--- config.mk ---
export PLATFORM = sky130hd
export DESIGN_NAME = processor_watchdog_supervisor
export DESIGN_NICKNAME = d
export VERILOG_FILES = /design/src/rtl/wdog_pkg.sv /design/src/rtl/toggle_edge_detect.sv /design/src/rtl/processor_watchdog_supervisor.sv
export VERILOG_INCLUDE_DIRS = /design/src /design/src/rtl
export SDC_FILE = /design/constraint.sdc
export NUM_CORES = 1
export LEC_CHECK = 0
export ABC_AREA = 1
export BUFFER_PORTS_ARGS = -buffer_cell sky130_fd_sc_hd__clkbuf_2
export CORE_MARGIN = 3
export CORE_UTILIZATION = 30
export DETAILED_ROUTE_END_ITERATION = 8
export PLACE_DENSITY = 0.5
export SYNTH_ARGS = -nofsm -noshare
export SYNTH_HDL_FRONTEND = slang
export SYNTH_SLANG_ARGS = --single-unit
--- constraint.sdc ---
create_clock -name CLK -period 2.08 [get_ports CLK]
set_input_delay 0 -clock CLK [delete_from_list [all_inputs] [get_ports CLK]]
set_output_delay 0 -clock CLK [all_outputs]
set_load 0.005 [all_outputs]
--- src/rtl/wdog_params.svh ---
// timing constants for the processor watchdog supervisor
`ifndef WDOG_PARAMS_SVH
`define WDOG_PARAMS_SVH
`define CLK_PERIOD_PS     4000
`define WD_INTERVAL_MS    1500
`define RST_INTERVAL_MS   200
`define PS_PER_MS         64'd1000000000
`define WD_INTERVAL_CYC   ((`WD_INTERVAL_MS * `PS_PER_MS) / `CLK_PERIOD_PS)
`define RST_INTERVAL_CYC  ((`RST_INTERVAL_MS * `PS_PER_MS) / `CLK_PERIOD_PS)
`define CNT_W             32
`endif

--- src/rtl/wdog_pkg.sv ---
// types for the processor watchdog supervisor
package wdog_pkg;
    typedef enum logic [1:0] {
        ST_IDLE,
        ST_WATCH,
        ST_FAULT
    } wd_state_t;

    typedef struct packed {
        logic o;
        logic oe;
    } od_pin_t;
endpackage

--- src/rtl/toggle_edge_detect.sv ---
// two-flop synchroniser and edge detector for the toggle input
`timescale 1ns/1ps
module toggle_edge_detect (
    input  wire logic CLK,
    input  wire logic RESETN,
    input  wire logic din,
    output logic      edge_seen
);
    logic meta;
    logic sync;
    logic prev;
    logic next_meta;
    logic next_sync;
    logic next_prev;

    always_comb begin
        next_meta = din;
        next_sync = meta;
        next_prev = sync;
    end

    always_ff @(posedge CLK) begin
        if (!RESETN) begin
            meta <= 1'b0;
            sync <= 1'b0;
            prev <= 1'b0;
        end else begin
            meta <= next_meta;
            sync <= next_sync;
            prev <= next_prev;
        end
    end

    // rising or falling edge
    assign edge_seen = sync ^ prev;
endmodule

--- src/rtl/processor_watchdog_supervisor.sv ---
// watchdog supervisor for a processor that toggles a heartbeat pin
`timescale 1ns/1ps
`include "wdog_params.svh"
module processor_watchdog_supervisor #(
    parameter logic [`CNT_W-1:0] WD_CYCLES  = `CNT_W'(`WD_INTERVAL_CYC),
    parameter logic [`CNT_W-1:0] RST_CYCLES = `CNT_W'(`RST_INTERVAL_CYC)
) (
    input  wire logic CLK,
    input  wire logic RESETN,
    input  wire logic WATCHDOG_TOGGLE_INPUT,
    output logic      WATCHDOG_FAULT_OUTPUT_O,
    output logic      WATCHDOG_FAULT_OUTPUT_OE,
    output logic      WATCHDOG_FAULT_ACTIVE
);
    import wdog_pkg::*;

    // counter width
    localparam int W = `CNT_W;

    // state group
    wd_state_t    state;
    wd_state_t    next_state;

    // interval counter group
    logic [W-1:0] count;
    logic [W-1:0] next_count;

    // open-drain pin and fault status group
    od_pin_t      pin;
    od_pin_t      next_pin;
    logic         active;
    logic         next_active;

    // decoded events
    logic         edge_seen;
    logic         watch_done;
    logic         reset_done;
    logic         restart;
    logic         enter_fault;
    logic         leave_fault;
    logic [W-1:0] limit;

    // true while the reset interval runs
    function automatic logic is_faulted(input wd_state_t s);
        logic f;
        f = (s == ST_FAULT);
        return f;
    endfunction

    // last cycle of an interval of len cycles
    function automatic logic last_cycle(
        input logic [W-1:0] cnt,
        input logic [W-1:0] len
    );
        logic [W-1:0] stop;
        stop = (len == '0) ? '0 : len - W'(1);
        return cnt >= stop;
    endfunction

    // cycles timed by the given state
    function automatic logic [W-1:0] interval_len(input wd_state_t s);
        logic [W-1:0] len;
        len = WD_CYCLES;
        if (is_faulted(s)) begin
            len = RST_CYCLES;
        end
        return len;
    endfunction

    // pin drive: pulled low only while faulted
    function automatic od_pin_t pin_for(input wd_state_t s);
        od_pin_t p;
        p.o  = 1'b0;
        p.oe = is_faulted(s);
        return p;
    endfunction

    // synchronised toggle edges
    toggle_edge_detect u_edge (
        .CLK       (CLK),
        .RESETN    (RESETN),
        .din       (WATCHDOG_TOGGLE_INPUT),
        .edge_seen (edge_seen)
    );

    // length of the running interval
    always_comb begin
        limit = interval_len(state);
    end

    // events of the current interval
    always_comb begin
        watch_done  = 1'b0;
        reset_done  = 1'b0;
        restart     = 1'b0;
        enter_fault = 1'b0;
        leave_fault = 1'b0;
        unique case (state)
            ST_IDLE: begin
                restart = 1'b1;
            end

            ST_WATCH: begin
                watch_done  = last_cycle(count, limit);
                restart     = edge_seen;
                enter_fault = watch_done && !edge_seen;
            end

            ST_FAULT: begin
                reset_done  = last_cycle(count, limit);
                restart     = edge_seen || reset_done;
                leave_fault = restart;
            end

            default: begin
                restart = 1'b1;
            end
        endcase
    end

    // next state
    always_comb begin
        next_state = state;
        unique case (state)
            ST_IDLE: begin
                next_state = ST_WATCH;
            end

            ST_WATCH: begin
                if (enter_fault) begin
                    next_state = ST_FAULT;
                end
            end

            ST_FAULT: begin
                if (leave_fault) begin
                    next_state = ST_WATCH;
                end
            end

            default: begin
                next_state = ST_IDLE;
            end
        endcase
    end

    // next count, cleared at every interval start
    always_comb begin
        next_count = count + W'(1);
        if (restart) begin
            next_count = '0;
        end else if (enter_fault) begin
            next_count = '0;
        end
    end

    // next pin drive and fault status
    always_comb begin
        next_pin    = pin_for(next_state);
        next_active = is_faulted(next_state);
    end

    // state register
    always_ff @(posedge CLK) begin
        if (!RESETN) begin
            state <= ST_IDLE;
        end else begin
            state <= next_state;
        end
    end

    // interval counter
    always_ff @(posedge CLK) begin
        if (!RESETN) begin
            count <= '0;
        end else begin
            count <= next_count;
        end
    end

    // open-drain pin register
    always_ff @(posedge CLK) begin
        if (!RESETN) begin
            pin.o  <= 1'b0;
            pin.oe <= 1'b0;
        end else begin
            pin.o  <= next_pin.o;
            pin.oe <= next_pin.oe;
        end
    end

    // fault status register
    always_ff @(posedge CLK) begin
        if (!RESETN) begin
            active <= 1'b0;
        end else begin
            active <= next_active;
        end
    end

    // outputs straight from flops
    assign WATCHDOG_FAULT_OUTPUT_O  = pin.o;
    assign WATCHDOG_FAULT_OUTPUT_OE = pin.oe;
    assign WATCHDOG_FAULT_ACTIVE    = active;
endmodule

==> reports/results.tsv, run 1 <==
metric	value	unit
flops & latches, synth	38	
post-synthesis cell count	353	
Vias/cell	4.52	
RR Startpoint	state[0]$_SDFF_PN0_	
final core occ	39.9	%
status	complete, but fails checks	
YS warnings	0	
max incr delay on CP	0.33	ns
CP required	2.31	ns
Vias	2157	
Die Wd	96.8	um
failing checks	setup timing	
# diodes	0	
Clock transition at path regs	0.08	ns
first-pass GRT wire length	10100	um
period utilization	105	%
max-slew violation count	0	
# IOs	6	
PnR worst setup slack	-0.109	ns
GRT Total Usage	13.3	%
worst setup path endpoint	count[30]$_SDFF_PP0_	
r2r endpoint	count[30]$_SDFF_PP0_	
initial antenna violation count	0	
WP data arrival	2.42	ns
Crit Path Max Fanout	7	
Die H	96.8	um
crit path cell chain	inv_2 -> ha_4 -> clkinvlp_4 -> buf_6 -> ha_4 -> a21o_1 -> nor2_2 -> nand3_2 -> nand2_2 -> nand3_2 -> o21ai_2 -> nand3_4 -> clkbuf_16 -> nor2_1	
Residual DRC	0	
Layout area overhead	26.8	%
Worst Hold Class	reg -> reg	
GRT overflow	0	
filler cell count	862	
critical path's top delay family	simple AND/OR/NAND/NOR gates	
Post-synth EDFFs	0	
Num CTS Buffers	5	
Power Density	421	mW/mm2
fmax	457	MHz
Worst Skew	0.00848	ns
top area cells in the synthesized netlist	dfxtp_1 31%, nand2_1 11%, nor2_1 9.9%	
layout cells sized above 1	25.9	%
vias in the first global route	2112	
Buf+Inv Stages, Crit Path	4	
Core ar.	0.00785	mm2
Layout Nets	396	
Register-to-Register Path Depth	14	
Final setup viols	33	
leading area contributor after synthesis	dfxtp_1	
Mean Syn Cell Area	7.00	um2
Detail Route Antenna Nets	0	
Syn Std Cell Area	0.00247	mm2
CTS tree	yes	
kind of critical path	reg -> reg	
largest net degree at the start of global routing	16	
sequential area share after synthesis	30.8	%
startpoint types	register	
MaxCap Viol Count	0	
Final Critical Period	2.19	ns
pre-CTS setup slack	-0.0484	ns
Sink Count	38	
final hold vios	0	
Worst path depth	14	
Lkg Pwr	0.00115	uW
commonest non-fill, non-tap cells in the layout	67 x nand2_1, 52 x inv_1, 41 x nor2_1, 37 x dfxtp_1, 20 x xor2_1	
Mapped Nets	374	
Initial Util	31.5	%
Async SR Flop Fraction	0	%
Cell Rows	32	
RSZ-0062 raised after global routing	true	
CTS H-Tree Depth	2	
Setup crit start	state[0]$_SDFF_PN0_	
wire per inst	12.9	um
DP Area	0.00267	mm2
post-route cell area	0.00313	mm2
Critical Path Sink Type	register	
Post-DP HPWL	4560	um
commonest non-fill, non-tap cell in the layout	nand2_1	
flop2flop setup slack	-0.11	ns
Clk Latency, worst-skew pair	0.29	ns
die area	0.00936	mm2
CTS root buffer	clkbuf_8	
WL final	6140	um
Synth Flop Type	dfxtp_1	
Max VDD drop	0.313	mV
slowest CP cell	dfxtp_2	
Final GP Congestion	0.939	
unique cell type count in the Yosys netlist	27	
setup TNS	-2.78	ns
count of input and output buffers	4	
share of the synthesized area in the top cell type	30.8	%
initial drt markers	82	
clock tree buffer depth	2	
Pre-antenna DRT Iters	4	
-- cells by family after synthesis --
kind of cell | Yosys count | share of synthesized area [%]
xor+xnor | 30 | 10.6
compound gates | 6 | 1.92
simple gates | 195 | 36.0
buf+inv | 65 | 11.4
flops | 38 | 30.8
fa+ha+maj | 18 | 9.11
other cells | 1 | 0.152
-- worst min-delay path by stage --
stage | endpoint | slack, ns | cells past startpoint | start
2_1_floorplan | u_edge.meta$_SDFF_PN0_ | 0.09 | 2 | RESETN
3_3_place_gp | u_edge.meta$_SDFF_PN0_ | 0.20 | 3 | WATCHDOG_TOGGLE_INPUT
3_5_place_dp | u_edge.meta$_SDFF_PN0_ | 0.20 | 3 | WATCHDOG_TOGGLE_INPUT
4_1_cts | u_edge.next_prev$_SDFF_PN0_ | 0.42 | 2 | u_edge.meta$_SDFF_PN0_
5_1_grt | u_edge.next_prev$_SDFF_PN0_ | 0.44 | 2 | u_edge.meta$_SDFF_PN0_
6_report | u_edge.next_prev$_SDFF_PN0_ | 0.41 | 2 | u_edge.meta$_SDFF_PN0_
-- synthesized netlist by cell type, types with 2 or more instances --
cell / instances
buf_4: 2
dfxtp_1: 38
nand2_2: 2
xnor2_1: 10
inv_1: 56
nor2_4: 3
nor4_1: 7
nand2_1: 75
nor2_2: 3
nor2_1: 65
inv_2: 3
xor2_1: 20
a21oi_1: 3
ha_1: 18
nand3_1: 12
nand4_1: 10
nand3_2: 3
buf_6: 4
nor3_1: 11
-- state kept, by name, summed over array words and instances (netlist names) --
register and count:
count 32, u_edge.meta 1, u_edge.prev 1, state 2, u_edge.next_prev 1, WATCHDOG_FAULT_ACTIVE 1
-- stage by stage --
stage	std cells	total power, uW	hold WS [ns]
after floorplan	353	793	0.0935
after global placement	463	811	0.196
after detailed placement	463	812	0.196
after CTS	476	1320	0.415
after global routing	477	1380	0.443
final	477	1320	0.414
-- what timing repair did --
item	4_1_cts	5_1_grt
hold endpoints to repair	2	0
setup buffers	3	0
hold buffers	2	0
gates resized for setup	24	42
gates cloned	1	1
pin swaps	0	10
setup endpoints to repair	34	35
-- cell type report --
| type | instances | area (um2) | area share, % |
|---|---|---|---|
| repair buffers | 21 | 223 | 7.11 |
| clock inverters | 1 | 7.51 | 0.240 |
| multi-input cells | 250 | 1720 | 54.8 |
| flip-flops and latches | 38 | 762 | 24.3 |
| inverters | 59 | 225 | 7.19 |
| clock buffers | 6 | 72.6 | 2.32 |
| well taps | 102 | 128 | 4.07 |
-- metal layers --
metal,routed length (um),track usage (%),vias up
met1,2970,17.6,990
met5,0,0,-
met4,48,4.00,0
met3,189,2.38,5
li1,-,-,1136
met2,2930,22.2,26
-- power breakdown --
| group | leakage (uW) | switching, uW | internal [uW] |
|---|---|---|---|
| logic | 0.000803 | 49.7 | 40.2 |
| clock network | 0.0000373 | 265 | 230 |
| registers | 0.000307 | 3.57 | 733 |
-- worst register-to-register path: stages (launching register included) --
cell and delay [ns]:
dfxtp_2 0.33, inv_2 0.07, ha_4 0.16, clkinvlp_4 0.10, buf_6 0.15, ha_4 0.23, a21o_1 0.19, nor2_2 0.10
nand3_2 0.08, nand2_2 0.10, nand3_2 0.07, o21ai_2 0.08, nand3_4 0.18, clkbuf_16 0.22, nor2_1 0.08
No activity file was read; power rests on OpenSTA's default activity.
==> inputs of run 2 (changes only) <==
PLACE_DENSITY = unset   (was 0.5)
SYNTH_HIERARCHICAL = 1   (was unset)
==> run 2 against run 1 <==
Effect of this change: the run ends with hold timing, setup timing left; largest cell class unchanged; hold slack got worse by 0.42 ns; critical path type unchanged; via count increased by 1.0%; maximum frequency decreased by 3.3%; routed wire length decreased by 3.7%; highest routed layer unchanged; global-route usage decreased by 0.53 points; cell count increased by 1.0%; largest power group unchanged.
==> reports/results.tsv, run 2 <==
metric	value	unit	change
share of the synthesized area in the top cell type	31.4	%	was 30.8%
post-synthesis cell count	354		was 353
Hold Path Sink	u_edge/meta$_SDFF_PN0_		was u_edge.next_prev$_SDFF_PN0_
first-pass GRT wire length	9090	um	was 10100 um
Async SR Flop Fraction	0	%	unchanged
Clock transition at path regs	0.08	ns	about the same
post-route cell area	0.00320	mm2	was 0.00313 mm2
Hold Crit Depth	3		was 2
PnR worst setup slack	-0.185	ns	was -0.109 ns
status	complete, but fails checks		unchanged
startpoint types	register		unchanged
slowest CP cell	dfxtp_2		unchanged
unique cell type count in the Yosys netlist	26		was 27
Detail Route Antenna Nets	0		unchanged
max incr delay on CP	0.33	ns	about the same
Max VDD drop	0.179	mV	was 0.313 mV
top area cells in the synthesized netlist	dfxtp_1 31%, nand2_1 11%, nor2_1 10%		was dfxtp_1 31%, nand2_1 11%, nor2_1 9.9%
sequential area share after synthesis	31.4	%	was 30.8%
layout cells sized above 1	24.7	%	was 25.9%
Num CTS Buffers	5		unchanged
Commonest cells post-synth	72 x nand2_1, 65 x nor2_1, 64 x inv_1		was 75 x nand2_1, 65 x nor2_1, 56 x inv_1
Pre-antenna DRT Iters	4		unchanged
Layout Nets	400		was 396
WP data arrival	2.49	ns	was 2.42 ns
largest net degree at the start of global routing	16		unchanged
max-slew violation count	0		unchanged
WL final	5910	um	was 6140 um
Initial Util	31.2	%	was 31.5%
max FFs per register	32		unchanged
r2r endpoint	count[16]$_SDFF_PP0_		was count[30]$_SDFF_PP0_
Vias/cell	4.52		about the same
Post-DP HPWL	4020	um	was 4560 um
crit path cell chain	inv_2 -> ha_4 -> clkinvlp_4 -> buf_8 -> ha_4 -> a21o_1 -> nor2_1 -> nand3_2 -> nand2_2 -> nand3_2 -> o21ai_2 -> nand3_4 -> clkbuf_16 -> nor2_1		was inv_2 -> ha_4 -> clkinvlp_4 -> buf_6 -> ha_4 -> a21o_1 -> nor2_2 -> nand3_2 -> nand2_2 -> nand3_2 -> o21ai_2 -> nand3_4 -> clkbuf_16 -> nor2_1
commonest non-fill, non-tap cell in the layout	nand2_1		unchanged
Buf+Inv Stages, Crit Path	4		unchanged
Critical Path Sink Type	register		unchanged
Die Wd	95.8	um	was 96.8 um
final hold vios	1		was 0
Residual DRC	0		unchanged
Final Critical Period	2.26	ns	was 2.19 ns
commonest non-fill, non-tap cells in the layout	65 x nand2_1, 62 x inv_1, 42 x nor2_1, 36 x dfxtp_1, 25 x xor2_1		was 67 x nand2_1, 52 x inv_1, 41 x nor2_1, 37 x dfxtp_1, 20 x xor2_1
pre-CTS setup slack	-0.131	ns	was -0.0484 ns
Power Density	454	mW/mm2	was 421 mW/mm2
final core occ	41.3	%	was 39.9%
most common cell in the netlist	nand2_1		unchanged
Hold WS	-0.00155	ns	was 0.414 ns
Sink Count	38		unchanged
Clk Latency, worst-skew pair	0.29	ns	about the same
leading area contributor after synthesis	dfxtp_1		unchanged
vias in the first global route	2026		was 2112
Mapped Nets	375		was 374
flop2flop setup slack	-0.18	ns	was -0.11 ns
Worst Hold Class	in -> reg		was reg -> reg
Final GP Congestion	0.899		was 0.939
die area	0.00918	mm2	was 0.00936 mm2
flops & latches, synth	38		unchanged
Crit Path Max Fanout	7		unchanged
RSZ-0062 raised after global routing	true		unchanged
non-filler instance count after layout	482		was 477
Die H	95.8	um	was 96.8 um
CP required	2.31	ns	about the same
CTS root buffer	clkbuf_8		unchanged
DP Area	0.00264	mm2	was 0.00267 mm2
Cell Rows	32		unchanged
Post-Place Cells	464		was 463
wire per inst	12.3	um	was 12.9 um
GRT Total Usage	12.8	%	was 13.3%
kind of critical path	reg -> reg		unchanged
failing checks	hold timing, setup timing		was setup timing
fmax	442	MHz	was 457 MHz
critical path's top delay family	simple AND/OR/NAND/NOR gates		unchanged
CTS H-Tree Depth	2		unchanged
largest registers	count (32), state (2)		unchanged
Core ar.	0.00777	mm2	was 0.00785 mm2
initial drt markers	105		was 82
period utilization	109	%	was 105%
hold_sp	RESETN		was u_edge.meta$_SDFF_PN0_
GRT overflow	0		unchanged
Layout area overhead	32.4	%	was 26.8%
Final setup viols	35		was 33
MaxCap Viol Count	0		unchanged
Largest Register	count		unchanged
clock tree buffer depth	2		unchanged
CTS tree	yes		unchanged
Mean Syn Cell Area	6.84	um2	was 7.00 um2
YS warnings	6		was 0
Syn Std Cell Area	0.00242	mm2	was 0.00247 mm2
Lkg Pwr	0.00124	uW	was 0.00115 uW
# IOs	6		unchanged
Synth Flop Type	dfxtp_1		unchanged
Register-to-Register Path Depth	14		unchanged
Post-synth EDFFs	0		unchanged
# diodes	0		unchanged
RR Startpoint	state[0]$_SDFF_PN0_		unchanged
Vias	2179		was 2157
initial antenna violation count	0		unchanged
Worst Skew	0.00845	ns	was 0.00848 ns
count of input and output buffers	4		unchanged
run 2: cell count changes after synthesis, moves of 4 or more:
| cell | previous run | this run |
|---|---|---|
| nor4_1 | 7 | 3 |
| inv_1 | 56 | 64 |
| xnor2_1 | 10 | 5 |
| xor2_1 | 20 | 25 |
| buf_6 | 4 | 0 |
run 2: worst max-delay path by stage:
stage	start	end	slack (ns)	cells past startpoint
after floorplan	state[0]$_SDFF_PN0_	count[0]$_SDFF_PP0_	0.02	13
after global placement	state[0]$_SDFF_PN0_	state[0]$_SDFF_PN0_	-0.08	15
after detailed placement	state[0]$_SDFF_PN0_	count[20]$_SDFF_PP0_	-0.13	16
after CTS	state[0]$_SDFF_PN0_	count[20]$_SDFF_PP0_	-0.09	16
after global routing	state[0]$_SDFF_PN0_	count[25]$_SDFF_PP0_	-0.27	15
final	state[0]$_SDFF_PN0_	count[16]$_SDFF_PP0_	-0.18	14
run 2: cells by family (layout without fill, tap and decap cells):
kind of cell    after synthesis  in the layout  synth area share, %
flops                        38             38                 31.4
other cells                   1              1                0.155
buf+inv                      71             97                 11.8
fa+ha+maj                    18             18                 9.31
xor+xnor                     30             30                 10.9
simple gates                190            190                 35.0
compound gates                6              6                 1.50
run 2: layout make-up:
cell class	instances	area (um2)
Multi-Input combinational cell	245	1700
Fill cell	786	4560
Sequential cell	38	763
Timing Repair Buffer	23	260
Clock inverter	1	30.0
Inverter	66	251
Clock buffer	7	76.3
Tap cell	102	128
run 2: power by group:
group          internal, uW  leakage (uW)  total (uW)  switching (uW)
Combinational          46.1      0.000880        98.7            52.6
Sequential              733      0.000308         737            4.02
Clock                   359     0.0000524         619             260
Total                  1140       0.00124        1450             316
run 2: worst min-delay path: stages:
cell      delay, ns
clkbuf_2       0.15
nand2_1        0.08
inv_1          0.03
run 2: layer usage:
layer,vias to the layer above,part of all wire (%),track usage [%]
li1,1130,-,-
met1,1013,46,15.8
met2,27,50,22.4
met3,9,2.7,2.81
met4,0,1.1,3.32
met5,-,0,0
run 2: what timing repair did:
item,CTS,global route
gates resized for setup,20,52
hold endpoints to repair,1,0
gates cloned,1,2
setup buffers,3,3
hold buffers,1,0
setup endpoints to repair,35,35
pin swaps,2,14
run 2: per-stage QoR:
step	total power, uW	hold WS (ns)	TNS (ns)
after global routing	1510	0.00874	-8.75
after global placement	808	0.182	-0.717
after floorplan	788	0.0935	0
after CTS	1450	0.000180	-1.80
after detailed placement	810	0.188	-2.89
final	1450	-0.00155	-5.68
